### src/inc/mrsx_pkg.sv
package mrsx_pkg;

  localparam int DATA_W  = 8;
  localparam int FADDR_W = 5;
  localparam int INSTR_W = 12;
  localparam int PC_W    = 9;
  localparam int CYC_DIV = 4;

  // Twelve-bit instruction words: a pattern and the mask of its fixed bits.
  localparam logic [11:0] OPC_NOP        = 12'h000;
  localparam logic [11:0] OPC_OPTION     = 12'h002;
  localparam logic [11:0] OPC_SLEEP      = 12'h003;
  localparam logic [11:0] MSK_EXACT      = 12'hfff;
  localparam logic [11:0] OPC_STORE_ACC  = 12'h020;
  localparam logic [11:0] MSK_STORE_ACC  = 12'hfe0;
  localparam logic [11:0] OPC_OR_FILE    = 12'h100;
  localparam logic [11:0] OPC_MOVE_FILE  = 12'h200;
  localparam logic [11:0] MSK_FILE_DEST  = 12'hfc0;
  localparam logic [11:0] OPC_RET_LIT    = 12'h800;
  localparam logic [11:0] OPC_LOAD_LIT   = 12'hc00;
  localparam logic [11:0] MSK_LITERAL    = 12'hf00;
  localparam int          DEST_BIT       = 5;

  // Register map, byte addresses on the bus.
  localparam logic [7:0] REG_CTRL   = 8'h00;
  localparam logic [7:0] REG_STATUS = 8'h04;
  localparam logic [7:0] REG_ACC    = 8'h08;
  localparam logic [7:0] REG_OPTION = 8'h0c;
  localparam logic [7:0] REG_PC     = 8'h10;

  localparam int CTRL_EXEC_EN = 0;
  localparam int CTRL_WAKE    = 1;
  localparam int ST_ZERO      = 0;
  localparam int ST_ILLEGAL   = 1;
  localparam int ST_SLEEPING  = 2;
  localparam int ST_POWERDOWN = 3;
  localparam int ST_TIMEOUT   = 4;
  localparam int ST_WAKE_FLAG = 7;

  localparam logic [7:0] RST_OPTION  = 8'hff;
  localparam logic [7:0] RST_ACC     = 8'h00;
  localparam logic       RST_EXEC_EN = 1'b1;

  typedef enum logic [3:0] {
    OP_NOP, OP_OPTION, OP_SLEEP, OP_STORE_ACC, OP_OR_FILE,
    OP_MOVE_FILE, OP_RET_LIT, OP_LOAD_LIT, OP_ILLEGAL
  } mrsx_op_e;

  typedef enum logic [2:0] {
    S_RUN   = 3'b001,
    S_RET2  = 3'b010,
    S_SLEEP = 3'b100
  } mrsx_state_e;

  function automatic logic opc_hit(logic [11:0] w, logic [11:0] p, logic [11:0] m);
    return (w & m) == p;
  endfunction

  function automatic mrsx_op_e mrsx_decode(logic [11:0] w);
    if (opc_hit(w, OPC_NOP, MSK_EXACT))             return OP_NOP;
    if (opc_hit(w, OPC_OPTION, MSK_EXACT))          return OP_OPTION;
    if (opc_hit(w, OPC_SLEEP, MSK_EXACT))           return OP_SLEEP;
    if (opc_hit(w, OPC_STORE_ACC, MSK_STORE_ACC))   return OP_STORE_ACC;
    if (opc_hit(w, OPC_OR_FILE, MSK_FILE_DEST))     return OP_OR_FILE;
    if (opc_hit(w, OPC_MOVE_FILE, MSK_FILE_DEST))   return OP_MOVE_FILE;
    if (opc_hit(w, OPC_RET_LIT, MSK_LITERAL))       return OP_RET_LIT;
    if (opc_hit(w, OPC_LOAD_LIT, MSK_LITERAL))      return OP_LOAD_LIT;
    return OP_ILLEGAL;
  endfunction

endpackage

### src/logic/mrsx_ahb.sv
`timescale 1ns/1ps
module mrsx_ahb
  import mrsx_pkg::*;
(
  input  wire logic        core_clk,
  input  wire logic        rst_n,
  input  wire logic        hsel,
  input  wire logic [31:0] haddr,
  input  wire logic [1:0]  htrans,
  input  wire logic        hwrite,
  input  wire logic [2:0]  hsize,
  input  wire logic [31:0] hwdata,
  input  wire logic        hready,
  output logic             hreadyout,
  output logic             hresp,
  output logic [31:0]      hrdata,
  output logic [7:0]       rd_addr,
  input  wire logic [31:0] rd_data,
  output logic             reg_wr,
  output logic [7:0]       reg_addr,
  output logic [31:0]      reg_wdata
);
  import mrsx_pkg::*;

  typedef struct packed {
    logic        dp_wr;
    logic [7:0]  dp_addr;
    logic [31:0] rdata;
  } mrsx_ahb_s;

  mrsx_ahb_s q;
  mrsx_ahb_s next_q;
  logic      take;

  // Read data is captured at the address phase, so the data phase needs no wait.
  always_comb begin
    take      = hsel && htrans[1] && hready;
    rd_addr   = haddr[7:0];
    next_q    = q;
    next_q.dp_wr = take && hwrite;
    if (take) begin
      next_q.dp_addr = haddr[7:0];
      next_q.rdata   = hwrite ? 32'h0000_0000 : rd_data;
    end
  end

  always_ff @(posedge core_clk or negedge rst_n) begin
    if (!rst_n) begin
      q <= '0;
    end else begin
      q <= next_q;
    end
  end

  assign hreadyout = 1'b1;
  assign hresp     = 1'b0;
  assign hrdata    = q.rdata;
  assign reg_wr    = q.dp_wr;
  assign reg_addr  = q.dp_addr;
  assign reg_wdata = hwdata;

endmodule

### src/logic/mrsx_alu.sv
`timescale 1ns/1ps
module mrsx_alu
  import mrsx_pkg::*;
(
  input  wire logic [mrsx_pkg::INSTR_W-1:0] instr,
  input  wire logic [mrsx_pkg::DATA_W-1:0]  acc,
  input  wire logic [mrsx_pkg::DATA_W-1:0]  file_rdata,
  output mrsx_pkg::mrsx_op_e                op,
  output logic      [mrsx_pkg::DATA_W-1:0]  result,
  output logic                              zero,
  output logic                              to_file
);
  import mrsx_pkg::*;

  always_comb begin
    op = mrsx_decode(instr);
    case (op)
      OP_OR_FILE:   result = acc | file_rdata;
      OP_MOVE_FILE: result = file_rdata;
      OP_STORE_ACC: result = acc;
      OP_LOAD_LIT,
      OP_RET_LIT:   result = instr[DATA_W-1:0];
      default:      result = acc;
    endcase
    zero    = (result == '0);
    to_file = (op == OP_STORE_ACC) ||
              (((op == OP_OR_FILE) || (op == OP_MOVE_FILE)) && instr[DEST_BIT]);
  end

endmodule

### src/logic/mrsx_exec.sv
// The register offsets and the AHB-Lite slave port were decided locally.
`timescale 1ns/1ps
// What this block does
// - OR accumulator with file register, write selected destination, update zero flag.
// - Destination bit 0 writes accumulator, 1 writes the addressed file register.
// - Store accumulator into file register without touching any status flag.
// - Move file register to destination and update zero flag.
// - No-operation changes no register, memory or flag.
// - Load eight-bit literal into accumulator, flags unchanged.
// - Copy accumulator into the timer option register, flags unchanged.
// - Return loads literal into accumulator and program counter from stack top.
// - Return takes two instruction cycles.
// - Sleep clears the watchdog counter with a one-cycle watchdog_counter_clear pulse.
// - Sleep sets timeout status bit and clears powerdown status bit.
// - Sleep leaves the pin change wake flag as it was.
// - Sleep then halts the processor with its oscillator stopped.
module mrsx_exec
  import mrsx_pkg::*;
#(
  parameter int CYC_DIV_P = mrsx_pkg::CYC_DIV
)(
  input  wire logic                         core_clk,
  input  wire logic                         rst_n,
  input  wire logic                         hsel,
  input  wire logic [31:0]                  haddr,
  input  wire logic [1:0]                   htrans,
  input  wire logic                         hwrite,
  input  wire logic [2:0]                   hsize,
  input  wire logic [31:0]                  hwdata,
  input  wire logic                         hready,
  output logic                              hreadyout,
  output logic                              hresp,
  output logic [31:0]                       hrdata,
  input  wire logic                         instr_valid,
  output logic                              instr_ready,
  input  wire logic [mrsx_pkg::INSTR_W-1:0] instr,
  input  wire logic [mrsx_pkg::DATA_W-1:0]  file_rdata,
  input  wire logic [mrsx_pkg::PC_W-1:0]    stack_top,
  output logic                              stack_pop,
  output logic                              file_we,
  output logic [mrsx_pkg::FADDR_W-1:0]      file_waddr,
  output logic [mrsx_pkg::DATA_W-1:0]       file_wdata,
  output logic                              option_we,
  output logic [mrsx_pkg::DATA_W-1:0]       option_value,
  output logic [mrsx_pkg::DATA_W-1:0]       acc_value,
  output logic [mrsx_pkg::PC_W-1:0]         pc,
  output logic                              zero_flag,
  output logic                              timeout_status_bit,
  output logic                              powerdown_status_bit,
  output logic                              pin_change_wake_flag,
  output logic                              watchdog_counter_clear,
  output logic                              sleep_mode
);
  import mrsx_pkg::*;

  localparam int DIV_W = $clog2(CYC_DIV_P + 1);
  localparam logic [DIV_W-1:0] DIV_LAST = DIV_W'(CYC_DIV_P - 1);
  // Power-on state of the two reset-status bits.
  localparam logic             RST_TIMEOUT   = 1'b1;
  localparam logic             RST_POWERDOWN = 1'b1;

  typedef struct packed {
    mrsx_state_e            st;
    logic [DIV_W-1:0]       div;
    logic [DATA_W-1:0]      acc;
    logic [DATA_W-1:0]      option;
    logic [PC_W-1:0]        pc;
    logic                   z;
    logic                   timeout;
    logic                   powerdown;
    logic                   wake_flag;
    logic                   illegal;
    logic                   exec_en;
    logic                   fwe;
    logic [FADDR_W-1:0]     fwaddr;
    logic [DATA_W-1:0]      fwdata;
    logic                   opt_we;
    logic                   wdog_clr;
    logic                   pop;
  } mrsx_exec_s;

  // Whole-state reset image, so the reset branch assigns one constant.
  localparam mrsx_exec_s RST_Q = '{
    st:        S_RUN,
    div:       '0,
    acc:       RST_ACC,
    option:    RST_OPTION,
    pc:        '0,
    z:         1'b0,
    timeout:   RST_TIMEOUT,
    powerdown: RST_POWERDOWN,
    wake_flag: 1'b0,
    illegal:   1'b0,
    exec_en:   RST_EXEC_EN,
    fwe:       1'b0,
    fwaddr:    '0,
    fwdata:    '0,
    opt_we:    1'b0,
    wdog_clr:  1'b0,
    pop:       1'b0
  };

  mrsx_exec_s         q;
  mrsx_exec_s         next_q;
  logic               tick;
  logic               accept;
  mrsx_op_e           op;
  logic [DATA_W-1:0]  result;
  logic               zero;
  logic               to_file;
  logic [7:0]         rd_addr;
  logic [31:0]        rd_data;
  logic               reg_wr;
  logic [7:0]         reg_addr;
  logic [31:0]        reg_wdata;

  mrsx_alu u_alu (
    .instr      (instr),
    .acc        (q.acc),
    .file_rdata (file_rdata),
    .op         (op),
    .result     (result),
    .zero       (zero),
    .to_file    (to_file)
  );

  mrsx_ahb u_ahb (
    .core_clk  (core_clk),
    .rst_n     (rst_n),
    .hsel      (hsel),
    .haddr     (haddr),
    .htrans    (htrans),
    .hwrite    (hwrite),
    .hsize     (hsize),
    .hwdata    (hwdata),
    .hready    (hready),
    .hreadyout (hreadyout),
    .hresp     (hresp),
    .hrdata    (hrdata),
    .rd_addr   (rd_addr),
    .rd_data   (rd_data),
    .reg_wr    (reg_wr),
    .reg_addr  (reg_addr),
    .reg_wdata (reg_wdata)
  );

  // State test shared by the divider, the wake path and the status word.
  function automatic logic asleep(mrsx_state_e s);
    return s == S_SLEEP;
  endfunction

  function automatic logic [31:0] status_word(mrsx_exec_s s);
    logic [31:0] w;
    w = 32'h0000_0000;
    w[ST_ZERO]      = s.z;
    w[ST_ILLEGAL]   = s.illegal;
    w[ST_SLEEPING]  = asleep(s.st);
    w[ST_POWERDOWN] = s.powerdown;
    w[ST_TIMEOUT]   = s.timeout;
    w[ST_WAKE_FLAG] = s.wake_flag;
    return w;
  endfunction

  // Unmapped offsets read as zero; writes to them are dropped.
  always_comb begin
    case (rd_addr)
      REG_CTRL:   rd_data = {31'h0000_0000, q.exec_en};
      REG_STATUS: rd_data = status_word(q);
      REG_ACC:    rd_data = {24'h00_0000, q.acc};
      REG_OPTION: rd_data = {24'h00_0000, q.option};
      REG_PC:     rd_data = {{(32 - PC_W){1'b0}}, q.pc};
      default:    rd_data = 32'h0000_0000;
    endcase
  end

  // The divider stands still in sleep, which models the stopped oscillator.
  assign tick        = !asleep(q.st) && (q.div == DIV_LAST);
  // Ready is offered once per instruction cycle, and only while running.
  assign instr_ready = tick && (q.st == S_RUN) && q.exec_en;
  assign accept      = instr_ready && instr_valid;

  always_comb begin
    next_q          = q;
    // Pulse outputs fall back to zero unless this cycle raises them.
    next_q.fwe      = 1'b0;
    next_q.opt_we   = 1'b0;
    next_q.wdog_clr = 1'b0;
    next_q.pop      = 1'b0;

    if (!asleep(q.st)) begin
      next_q.div = tick ? '0 : q.div + DIV_W'(1);
    end

    // Software writes come first so that an instruction event in the same
    // cycle wins over a software clear.
    if (reg_wr) begin
      case (reg_addr)
        REG_CTRL: begin
          next_q.exec_en = reg_wdata[CTRL_EXEC_EN];
          if (reg_wdata[CTRL_WAKE] && asleep(q.st)) begin
            next_q.st  = S_RUN;
            next_q.div = '0;
          end
        end
        REG_STATUS: begin
          next_q.wake_flag = reg_wdata[ST_WAKE_FLAG];
          // Watchdog and power events live outside; software stands in for them.
          next_q.timeout   = reg_wdata[ST_TIMEOUT];
          next_q.powerdown = reg_wdata[ST_POWERDOWN];
          if (reg_wdata[ST_ILLEGAL]) begin
            next_q.illegal = 1'b0;
          end
        end
        default: begin
        end
      endcase
    end

    case (q.st)
      S_RUN: begin
        if (accept) begin
          next_q.pc = q.pc + PC_W'(1);
          case (op)
            OP_NOP: begin
            end
            OP_OPTION: begin
              next_q.option = q.acc;
              next_q.opt_we = 1'b1;
            end
            // Sleep still advances the pc, so a wake resumes at the next word.
            OP_SLEEP: begin
              next_q.wdog_clr  = 1'b1;
              next_q.timeout   = 1'b1;
              next_q.powerdown = 1'b0;
              next_q.st        = S_SLEEP;
            end
            OP_STORE_ACC,
            OP_OR_FILE,
            OP_MOVE_FILE: begin
              if (to_file) begin
                next_q.fwe    = 1'b1;
                next_q.fwaddr = instr[FADDR_W-1:0];
                next_q.fwdata = result;
              end else begin
                next_q.acc = result;
              end
              // Store-acc leaves the zero flag; the other two always update it.
              if (op != OP_STORE_ACC) begin
                next_q.z = zero;
              end
            end
            OP_LOAD_LIT: begin
              next_q.acc = result;
            end
            OP_RET_LIT: begin
              next_q.acc = result;
              next_q.pc  = stack_top;
              next_q.pop = 1'b1;
              next_q.st  = S_RET2;
            end
            // Codes outside this set act as a no-op that raises the sticky flag.
            default: begin
              next_q.illegal = 1'b1;
            end
          endcase
        end
      end
      // The tick after a return is swallowed, giving it two instruction cycles.
      S_RET2: begin
        if (tick) begin
          next_q.st = S_RUN;
        end
      end
      S_SLEEP: begin
      end
      default: begin
        next_q.st = S_RUN;
      end
    endcase
  end

  always_ff @(posedge core_clk or negedge rst_n) begin
    if (!rst_n) begin
      q <= RST_Q;
    end else begin
      q <= next_q;
    end
  end

  assign stack_pop              = q.pop;
  assign file_we                = q.fwe;
  assign file_waddr             = q.fwaddr;
  assign file_wdata             = q.fwdata;
  assign option_we              = q.opt_we;
  assign option_value           = q.option;
  assign acc_value              = q.acc;
  assign pc                     = q.pc;
  assign zero_flag              = q.z;
  assign timeout_status_bit     = q.timeout;
  assign powerdown_status_bit   = q.powerdown;
  assign pin_change_wake_flag   = q.wake_flag;
  assign watchdog_counter_clear = q.wdog_clr;
  assign sleep_mode             = asleep(q.st);

endmodule
### config.mk
export PLATFORM = sky130hd
export DESIGN_NAME = mrsx_exec
export DESIGN_NICKNAME = d
export VERILOG_FILES = /design/src/inc/mrsx_pkg.sv /design/src/logic/mrsx_ahb.sv /design/src/logic/mrsx_alu.sv /design/src/logic/mrsx_exec.sv
export SDC_FILE = /design/constraint.sdc
export NUM_CORES = 1
export LEC_CHECK = 0
export BUFFER_PORTS_ARGS = -buffer_cell sky130_fd_sc_hd__buf_2
export CORE_MARGIN = 5
export CORE_UTILIZATION = 40
export CTS_BUF_LIST = sky130_fd_sc_hd__clkbuf_8
export DETAILED_ROUTE_END_ITERATION = 8
export PLACE_DENSITY = 0.69
export SLEW_MARGIN = 20
export SYNTH_ARGS = -nofsm -noshare
export SYNTH_HDL_FRONTEND = slang
export SYNTH_SLANG_ARGS = --single-unit
export TNS_END_PERCENT = 30
### constraint.sdc
create_clock -name core_clk -period 2.35 [get_ports core_clk]
set_input_delay 0.235 -clock core_clk [delete_from_list [all_inputs] [get_ports core_clk]]
set_output_delay 0.235 -clock core_clk [all_outputs]
set_load 0.1 [all_outputs]
# == Word-level counts from Yosys, hierarchy flattened ==
# Index checks and enable logic that the tools add are counted.
# op_classes
addsub,2
n_eq_ne,25
n_mux,89
bitwise_logic,1
n_reduce_logical,28
# ops
operator,count
$mux 4,22
$pmux 9 s5,1
$mux 1,44
$mux 17,2
$mux 14,2
$eq 12x2->1 const B,2
$logic_not 8->1,3
$pmux 8 s3,1
$mux 6,3
$mux 9,2
$eq 4x3->1 const B,4
$eq 8x3->1 const B,2
$eq 8x4->1 const B,2
$pmux 8 s2,1
$logic_not 12->1,1
$mux 3,4
$reduce_and 4->1,3
$add 9x1->9 const B,1
$logic_and 1x1->1,9
$pmux 3 s3,1
$eq 4x2->1 const B,2
$eq 4x4->1 const B,2
$eq 8x5->1 const B,1
$mux 8,1
other kinds (23),29
# totals
regBits,95
output_inout_bits,82

# == Longest topological paths before layout ==
# Gate-level depths: netlist of the first run.
# depth
depth_word,46
ltp_mapped,9
mapped_depth_nobuf,8

# == Modules after synthesis ==
# From an unflattened synthesis of the first run, not the netlist that was laid out.
# hier_totals
hier_cells,516
area_unflattened_um2,5748.0
# by_module_without_submodules
module,instances,cells_each,area_each_um2
mrsx_exec,1,276,2989.1
mrsx_ahb,1,167,2273.4
mrsx_alu,1,73,485.5

# == Worst setup path before layout of the first run ==
# OpenSTA, ideal clock, no wires.
# synth_path
path_kind,register -> register
start,register q[52] (netlist bit)
end,register q[53] (netlist bit)
arrival_ps,2456
path_slack_ps,-232
path_stages_with_launch,5
path_buffers,0
period_less_slack_ps,2582
path_cell_list,dfrtp_1 > nand2b_1 > nor2_1 > and3_1 > o31ai_1
# synth_lines
item,line_no,rtl
start: declaration,mrsx_exec.sv:103,mrsx_exec_s q;
start signal: assignment,mrsx_exec.sv:286,q <= next_q;

# == Final worst setup path of the first run ==
# layout_path
start,register q[51] (netlist bit)
end,"register q, in the netlist option_value[2]"
# layout_between
elab_chain_cells,7
elab_cells_between_ends,8
cone_classes,eq/ne: 2; reduce/logical: 6
# layout_lines
item,line_no,rtl
$eq 3x3->1,mrsx_exec.sv:149,return s == S_SLEEP;
$logic_not 1->1,n/a,
$logic_and 1x1->1,mrsx_exec.sv:177,assign tick = !asleep(q.st) && (q.div == DIV_LAST);
$logic_and 1x1->1 (2 in a row),mrsx_exec.sv:179,assign instr_ready = tick && (q.st == S_RUN) && q.exec_en;
$logic_and 1x1->1,mrsx_exec.sv:180,assign accept = instr_ready && instr_valid;
$reduce_and 3->1 (no source line) *,n/a,
# Every way passes the cells marked *; elsewhere a longest branch is shown, timed or not.
# A chain may end at the register's enable or synchronous reset.

==> results of run 1 <==
[per-layer routing]
| metal | vias to the layer above | GRT usage (%) | wire (um) |
|---|---|---|---|
| li1 | 1698 | - | - |
| met1 | 1697 | 22.8 | 4990 |
| met2 | 130 | 29.1 | 5340 |
| met3 | 13 | 4.53 | 609 |
| met4 | 0 | 3.85 | 135 |
| met5 | - | 0 | 0 |
[final timing paths]
path / end / start
max in group asynchronous: q[51] / rst_n
worst max register to register: option_value[2] / q[51]
worst max-delay path: option_value[2] / q[51]
min in group asynchronous: file_wdata[1] / rst_n
worst min-delay path: u_ahb.hrdata[0] / hwrite
worst min register to register: file_wdata[3] / file_wdata[3]
[Yosys cell counts (all sizes together), types with 3 or more instances]
cell    instances  area (um^2)
dfrtp          60         1500
dfstp          12          315
a22oi           5         37.5
or4             3         30.0
a21o            4         30.0
nor3b           4         30.0
o21bai          3         22.5
mux2           27          304
nor3           10         50.1
a21oi          21          105
nand2b          6         37.5
buf            67          498
a211oi          5         37.5
clkbuf         16         60.1
nor2           41          154
o31ai           9         67.6
nor2b           4         25.0
o22ai          10         62.6
mux2i           5         50.1
a221oi          6         52.6
a31oi           4         25.0
o21ai          37          185
and3            5         31.3
nand2          29          109
inv            10         37.5
nor4            4         25.0
nand3          11         55.1
[worst max-delay path, cell delays in order (launching register included)]
cell and delay, ps:
dfstp_2 580, nand2_1 70, nor3_1 180, nand2_1 110, nor4b_1 400, and3_2 400
mux2_2 360
[per-stage QoR]
stage          hold WS (ps)  util, %  area (um^2)  power [W]
2_1_floorplan         -60.6        -         4280    0.00195
3_3_place_gp            287     45.0         4620    0.00206
3_5_place_dp            294     45.0         4620    0.00207
4_1_cts                71.9     47.2         4850    0.00318
5_1_grt                63.7     47.2         4850    0.00328
6_report               96.5     47.2         4850    0.00314
[final cells by class]
cell class,count,area share (%)
clock buffer,9,2.55
clock inverter,7,1.93
inverter,10,0.774
multi-input combinational,306,38.6
sequential,72,37.5
tap,136,3.51
timing repair buffer,131,15.2
[placed cells by master (no fill, tap or decap), types with 11 or more instances in the layout]
master,Yosys,final
buf_4,63,24
dfrtp_1,60,60
nor2_1,41,40
a21oi_1,21,21
o21ai_0,37,37
inv_1,10,11
mux2_2,27,27
dfstp_2,12,12
nand3_1,11,11
nand2_1,29,29
conb_1,2,25
buf_2,2,105
[power by group]
group,total [W],switching [W],internal (W)
logic,0.000686,0.000538,0.000148
clock network,0.00109,0.000493,0.000600
registers,0.00136,0.0000596,0.00130
[sequential cells by signal (all words and copies together), names as in the netlist, 5 cells and up]
register	count
option_value	8
u_ahb.hrdata	9
acc_value	8
q	8
u_ahb.reg_addr	8
file_wdata	8
pc	9
file_waddr	5
[logic make-up (layout without fill, tap and decap cells)]
group,Yosys count,after routing,synth area share (%)
AND/OR/NAND/NOR,130,130,15.5
AO/OA/AOI/OAI,115,115,17.4
buffers and inverters,93,157,14.2
flip-flops,72,72,43.3
multiplexers,32,32,8.44
adder cells (fa/ha/maj),2,2,0.597
other,2,25,0.179
XOR/XNOR,2,2,0.418
[what timing repair did]
action,4_1_cts,5_1_grt
gates resized for setup,0,1
hold buffers,1,0
endpoints found under the hold margin,60,0
endpoints found under the setup margin,0,5
==> impl_metrics.csv, run 1 <==
group,metric,value,unit
status,status,"completed",
detailed_routing,vias,3538,
finish,areaGrowthSynthToFinish,15.6,%
detailed_routing,ant_nets,0,
die,initial_core_util,40.8,%
global_route,antenna_found_initial,0,
finish,multi_input_area,1870,um^2
sta,setup_tns,0,ps
placed_design,dpl.hpwl,8560,um
die,die_w,112,um
sta,finalCritPeriodShare,91.9,%
critical_path,end_kind,"flop",
sta,rsz0062_at_grt,"false",
clock_network,cts_root_buffer,"clkbuf_8",
die,die_h,112,um
worst_hold_path,hold_depth,2,
finish,stdcell_count,671,
yosys,syn_area,4190,um^2
die,io_pins,186,
yosys,syn_area_per_cell,9.36,um^2
finish,antennaDiodeCount,0,
critical_path,crit_required,2620,ps
placed_design,place_ws,48.0,ps
sta,fin_skew,13.4,ps
sta,period_needed,2160,ps
detailed_routing,drc_errors,0,
detailed_routing,first_pass_iters,5,
clock_network,cts_made_buffers,9,
sta,relSlewSlack,64.0,%
finish,drive_gt1_share,35.5,%
clock_network,clock-sinks,72,
placed_design,port-buffer-count,105,
global_route,grt_max_degree,73,
sta,fmax,463,MHz
detailed_routing,wl_per_cell,16.5,um
die,design.die.area,12600,um^2
critical_path,cp_max_fo,8,
yosys,synth_cell_types,54,
yosys,yosys_warnings,0,
yosys,ys_seq_area_share,43.3,%
sta,hold_viol,0,
finish,fillCellCount,1028,
sta,finalSetupViolCount,0,
finish,fin_nets,636,
sta,final.setup.worst_slack,190,ps
yosys,synth_edf_count,0,
detailed_routing,drtIter0Drc,181,
critical_path,ff2ff_path_depth,6,
global_route,grt_usage,17.4,%
power_and_ir_drop,peakVddDrop,0.000356,V
die,core,10300,um^2
detailed_routing,drt-total-wl,11100,um
clock_network,post-cts-setup-buffers,0,
critical_path,critPathLaunchType,"flop",
global_route,grt_pass1_wl,17800,um
yosys,syn_inst,448,
clock_network,clk_latency,340,ps
global_route,grt_pass1_vias,3496,
clock_network,cts_buffer_depth,2,
clock_network,htree_levels,3,
detailed_routing,vias_per_cell,5.27,
job,cap_violations,0,
critical_path,path_class,"reg -> reg",
power_and_ir_drop,leakage,2.39,nW
power_and_ir_drop,powerDensity,647,nW/um^2
critical_path,rrSetupSlack,190,ps
sta,tightest_slew,540,ps
clock_network,clkSlewWorstSetupHoldPaths,80,ps
yosys,async_flop_share,100,%
die,rows,37,
clock_network,cts_tree,"built",
yosys,ys_ff_latch,72,
placed_design,gp_congestion,0.890,
worst_hold_path,hold_path.class,"in -> reg",
finish,register_area,1820,um^2
placed_design,place_inst,654,
yosys,synthFlopType,"dfrtp_1",
global_route,grt_overflow,0,
critical_path,arrival,2430,ps
sta,slew_violations,0,
Note: power is estimated with default switching activity, not from simulation.
==> inputs of run 2 (changes only) <==
Settings changed: PLACE_DENSITY 0.69 to 0.65, SYNTH_HIERARCHICAL from default to 1.
==> impl_metrics.csv, run 2 <==
group,metric,value,unit
detailed_routing,vias,4075,
clock_network,cts_buffer_depth,2,
job,cap_violations,0,
finish,drive_gt1_share,47.2,%
detailed_routing,wl_per_cell,16.6,um
critical_path,slowest_delay,570,ps
sta,finalSetupViolCount,0,
clock_network,clk_latency,370,ps
clock_network,clock-sinks,95,
power_and_ir_drop,p_switching,0.00146,W
detailed_routing,ant_nets,0,
global_route,grt_use_met3,3.71,%
placed_design,dpl.hpwl,10300,um
yosys,yosys_warnings,6,
power_and_ir_drop,pwr-share-clk,31.3,%
die,io_pins,186,
die,rows,43,
global_route,grt_pass1_wl,22000,um
power_and_ir_drop,internal-power,0.00277,W
sta,tightest_slew,620,ps
yosys,syn_inst,489,
placed_design,port-buffer-count,128,
global_route,antenna_found_initial,0,
global_route,grt_overflow,0,
power_and_ir_drop,p_seq_share,42.9,%
placed_design,gp_congestion,0.845,
clock_network,htree_levels,3,
sta,period_needed,2210,ps
clock_network,post-cts-setup-buffers,0,
power_and_ir_drop,leakage,3.48,nW
finish,fin_util,48.3,%
sta,relSlewSlack,58.7,%
clock_network,cts_made_buffers,9,
clock_network,cts_root_buffer,"clkbuf_8",
finish,fillCellCount,1318,
detailed_routing,drtIter0Drc,167,
global_route,grt_pass1_vias,4214,
finish,mostFrequentLayoutCells,"buf_2 (127), dfrtp_1 (83), mux2_4 (55), buf_4 (48), nand2_1 (36)",
critical_path,crit_slowest_cell,"or4_4",
power_and_ir_drop,peakVddDrop,0.000260,V
die,design.die.area,16300,um^2
critical_path,critPathLaunchType,"primary input",
detailed_routing,drc_errors,0,
global_route,grt_busiest_layer,"met2",
sta,finalCritPeriodShare,93.8,%
sta,fmax,453,MHz
power_and_ir_drop,powerDensity,638,nW/um^2
sta,final.setup.worst_slack,145,ps
placed_design,placed_area,6360,um^2
finish,areaGrowthSynthToFinish,19.5,%
sta,rsz0062_at_grt,"false",
sta,setup_tns,0,ps
worst_hold_path,hold_path.class,"in -> reg",
power_and_ir_drop,combinationalPowerShare,25.7,%
yosys,syn_area,5550,um^2
clock_network,clkSlewWorstSetupHoldPaths,90,ps
critical_path,cp_max_fo,13,
clock_network,cts_tree,"built",
sta,slew_violations,0,
global_route,grtUsageMet1,21.7,%
yosys,syn_area_per_cell,11.3,um^2
detailed_routing,drt-total-wl,13500,um
placed_design,place_ws,-251,ps
die,initial_core_util,40.4,%
power_and_ir_drop,power.total,0.00423,W
finish,fin_nets,732,
finish,fin_area,6630,um^2
finish,mostFrequentLayoutCell,"buf_2",
detailed_routing,first_pass_iters,4,
sta,fin_skew,7.32,ps
power_and_ir_drop,swShare,34.4,%
die,core,13700,um^2
finish,antennaDiodeCount,0,
global_route,grt_max_degree,49,
global_route,grt_usage,16.9,%
die,die_w,128,um
critical_path,crit_required,2610,ps
critical_path,arrival,2460,ps
die,die_h,128,um
status,status,"completed",
global_route,grt_use_met2,27.4,%
detailed_routing,vias_per_cell,5.02,
critical_path,end_kind,"flop",
critical_path,crit_chain,"buf_2 > or4_4 > nor4_1 > nor2_1 > nor3b_1 > o21ai_2 > nor4_4 > buf_12 > mux2_2",
critical_path,path_class,"in -> reg",
finish,largest_reg_flops,32,
sta,hold_viol,0,
run 2: final cells by class:
| type | count | area, um^2 | area share (%) |
|---|---|---|---|
| inverter | 11 | 41.3 | 0.623 |
| tap | 180 | 225 | 3.40 |
| timing repair buffer | 179 | 1070 | 16.1 |
| sequential | 95 | 2390 | 36.1 |
| clock buffer | 10 | 138 | 2.08 |
| multi-input combinational | 330 | 2660 | 40.1 |
| clock inverter | 6 | 108 | 1.62 |
run 2: what timing repair did:
| item | in CTS | in global routing |
|---|---|---|
| gates resized for setup | 0 | 2 |
| endpoints found under the hold margin | 41 | 0 |
| endpoints found under the setup margin | 0 | 13 |
| hold buffers | 1 | 0 |
run 2: per-layer routing:
layer  part of all wire [%]  vias to the layer above  wire (um)
li1                       -                     1948          -
met1                     43                     1973       5850
met2                     48                      132       6420
met3                    6.0                       22        808
met4                    2.9                        0        397
met5                      0                        -          0
run 2: through the flow:
step / hold WS [ps] / cells
CTS: 92.5 / 811
global placement: 285 / 794
floorplan: -60.6 / 511
global route: 98.5 / 811
finish: 120 / 811
detailed placement: 297 / 794
run 2: power groups by stage:
stage | sequential (W) | combinational [W] | clock, W
finish | 0.00182 | 0.00109 | 0.00133
floorplan | 0.00231 | 0.000391 | 0
CTS | 0.00182 | 0.00109 | 0.00136
detailed placement | 0.00185 | 0.00109 | 0
global placement | 0.00184 | 0.00108 | 0
global route | 0.00183 | 0.00114 | 0.00142
run 2: final timing paths:
check / from / to / slack, ps / depth (start not counted)
worst max register to register: q[17] / acc_value[1] / 240 / 5
worst min-delay path: hwdata[7] / pin_change_wake_flag / 120 / 2
worst min register to register: q[53] / q[52] / 490 / 1
max in group asynchronous: rst_n / q[51] / 1190 / 3
min in group asynchronous: rst_n / u_ahb/hrdata[10] / 420 / 2
worst max-delay path: instr[10] / file_wdata[7] / 140 / 9
run 2: critical path: cells and delay by family:
family / cells / cell delay (ps)
compound gates: 1 / 130
buf+inv: 2 / 280
mux: 1 / 340
simple gates: 5 / 1470
==> inputs of run 3 (changes only) <==
==> constraint.sdc (replaced) <==
create_clock -name core_clk -period 2.35 [get_ports core_clk]
set_input_delay 0.3525 -clock core_clk [delete_from_list [all_inputs] [get_ports core_clk]]
set_output_delay 0.3525 -clock core_clk [all_outputs]
set_load 0.1 [all_outputs]
==> impl_metrics.csv, run 3 (synthesized netlist as in run 2, its figures left out) <==
group,metric,value,unit
detailed_routing,ant_nets,0,
clock_network,cts_tree,"built",
die,design.die.area,16300,um^2
detailed_routing,wl_per_cell,16.8,um
critical_path,cp_max_fo,8,
placed_design,port-buffer-count,128,
clock_network,cts_root_buffer,"clkbuf_8",
global_route,grt_use_met3,3.54,%
detailed_routing,vias_per_cell,5.02,
power_and_ir_drop,combinationalPowerShare,27.8,%
die,core,13700,um^2
detailed_routing,drtIter0Drc,184,
power_and_ir_drop,swShare,36.4,%
status,failed_checks,"setup timing",
power_and_ir_drop,leakage,3.47,nW
finish,fin_util,48.3,%
status,status,"finished, violations left",
die,rows,43,
finish,drive_gt1_share,47.7,%
power_and_ir_drop,p_switching,0.00144,W
global_route,grt_overflow,0,
global_route,grt_pass1_wl,22000,um
clock_network,clk_latency,370,ps
global_route,grt_max_degree,59,
die,io_pins,186,
placed_design,dpl.hpwl,10300,um
job,cap_violations,0,
sta,slew_violations,0,
power_and_ir_drop,powerDensity,597,nW/um^2
clock_network,cts_buffer_depth,2,
critical_path,path_class,"in -> reg",
power_and_ir_drop,power.total,0.00396,W
critical_path,arrival,2610,ps
die,die_h,128,um
finish,fillCellCount,1304,
finish,mostFrequentLayoutCell,"buf_2",
sta,tightest_slew,566,ps
finish,mostFrequentLayoutCells,"buf_2 (127), dfrtp_1 (83), mux2_4 (55), buf_4 (49), nand2_1 (36)",
finish,fin_area,6630,um^2
worst_hold_path,hold_depth,2,
power_and_ir_drop,p_seq_share,45.8,%
placed_design,place_ws,-399,ps
power_and_ir_drop,peakVddDrop,0.000247,V
finish,largest_reg_flops,32,
placed_design,placed_area,6390,um^2
global_route,antenna_found_initial,0,
die,die_w,128,um
finish,antennaDiodeCount,0,
clock_network,clkSlewWorstSetupHoldPaths,90,ps
finish,fin_nets,734,
sta,finalSetupViolCount,1,
finish,areaGrowthSynthToFinish,19.6,%
sta,hold_viol,0,
global_route,grtUsageMet1,22.1,%
worst_hold_path,hold_path.class,"in -> reg",
clock_network,clock-sinks,95,
critical_path,end_kind,"flop",
clock_network,cts_made_buffers,9,
sta,finalCritPeriodShare,100,%
sta,hold_ws,229,ps
sta,fin_skew,15.2,ps
clock_network,htree_levels,3,
detailed_routing,drc_errors,0,
sta,final.setup.worst_slack,-1.49,ps
global_route,grt_busiest_layer,"met2",
detailed_routing,vias,4079,
global_route,grt_pass1_vias,4237,
detailed_routing,first_pass_iters,4,
power_and_ir_drop,pwr-share-clk,26.4,%
die,initial_core_util,40.4,%
sta,fmax,425,MHz
critical_path,crit_required,2610,ps
global_route,grt_use_met2,27.5,%
detailed_routing,drt-total-wl,13600,um
placed_design,gp_congestion,0.877,
sta,period_needed,2350,ps
sta,rsz0062_at_grt,"true",
critical_path,critPathLaunchType,"primary input",
power_and_ir_drop,internal-power,0.00252,W
critical_path,ff2ff_path_depth,5,
global_route,grt_usage,16.9,%
sta,relSlewSlack,62.3,%
## run 3: per-layer routing
metal,share of wire (%),up-vias
met5,0,-
met4,2.2,0
met3,6.2,23
met2,48,133
met1,43,1968
li1,-,1955
## run 3: per-stage QoR
| step | setup TNS, ps | std cells |
|---|---|---|
| after detailed placement | -10960 | 796 |
| after CTS | 0 | 813 |
| final | -1.49 | 813 |
| after global placement | -9870 | 796 |
| after global routing | -924 | 813 |
| after floorplan | -11390 | 511 |
## run 3: path summary, 6_finish.rpt
path	start	end	slack, ps
max in group asynchronous	rst_n	option_value[7]	1080
min reg2reg	q[53]	q[52]	490
min	hwdata[7]	pin_change_wake_flag	230
min in group asynchronous	rst_n	pc[8]	530
max reg2reg	q[17]	acc_value[3]	230
max	instr[10]	acc_value[3]	-1
## run 3: layout make-up
cell class                      count  area (um^2)  area share (%)
Clock buffer                       12          165            2.49
Clock inverter                      4         26.3           0.396
Inverter                           11         41.3           0.623
Multi-Input combinational cell    330         2690            40.5
Sequential cell                    95         2390            36.1
Tap cell                          180          225            3.40
Timing Repair Buffer              181         1090            16.5
## run 3: power groups by stage
| stage | Sequential [W] | Combinational [W] | Clock (W) |
|---|---|---|---|
| 6_report | 0.00181 | 0.00110 | 0.00105 |
| 5_1_grt | 0.00183 | 0.00115 | 0.00117 |
| 4_1_cts | 0.00181 | 0.00110 | 0.00110 |
| 3_5_place_dp | 0.00185 | 0.00109 | 0 |
| 3_3_place_gp | 0.00184 | 0.00108 | 0 |
| 2_1_floorplan | 0.00231 | 0.000391 | 0 |
## run 3: critical path: stages
cell	delay (ps)
buf_2	110
or4_4	590
o41ai_4	250
inv_1	130
o21ai_4	190
or4b_1	460
buf_4	210
mux2_4	300
## run 3: timing repair
| item | 4_1_cts | 5_1_grt |
|---|---|---|
| hold endpoints to repair | 33 | 0 |
| setup endpoints to repair | 0 | 29 |
| hold buffers | 1 | 0 |
| buffers inserted | 0 | 0 |
| resized for setup | 0 | 6 |
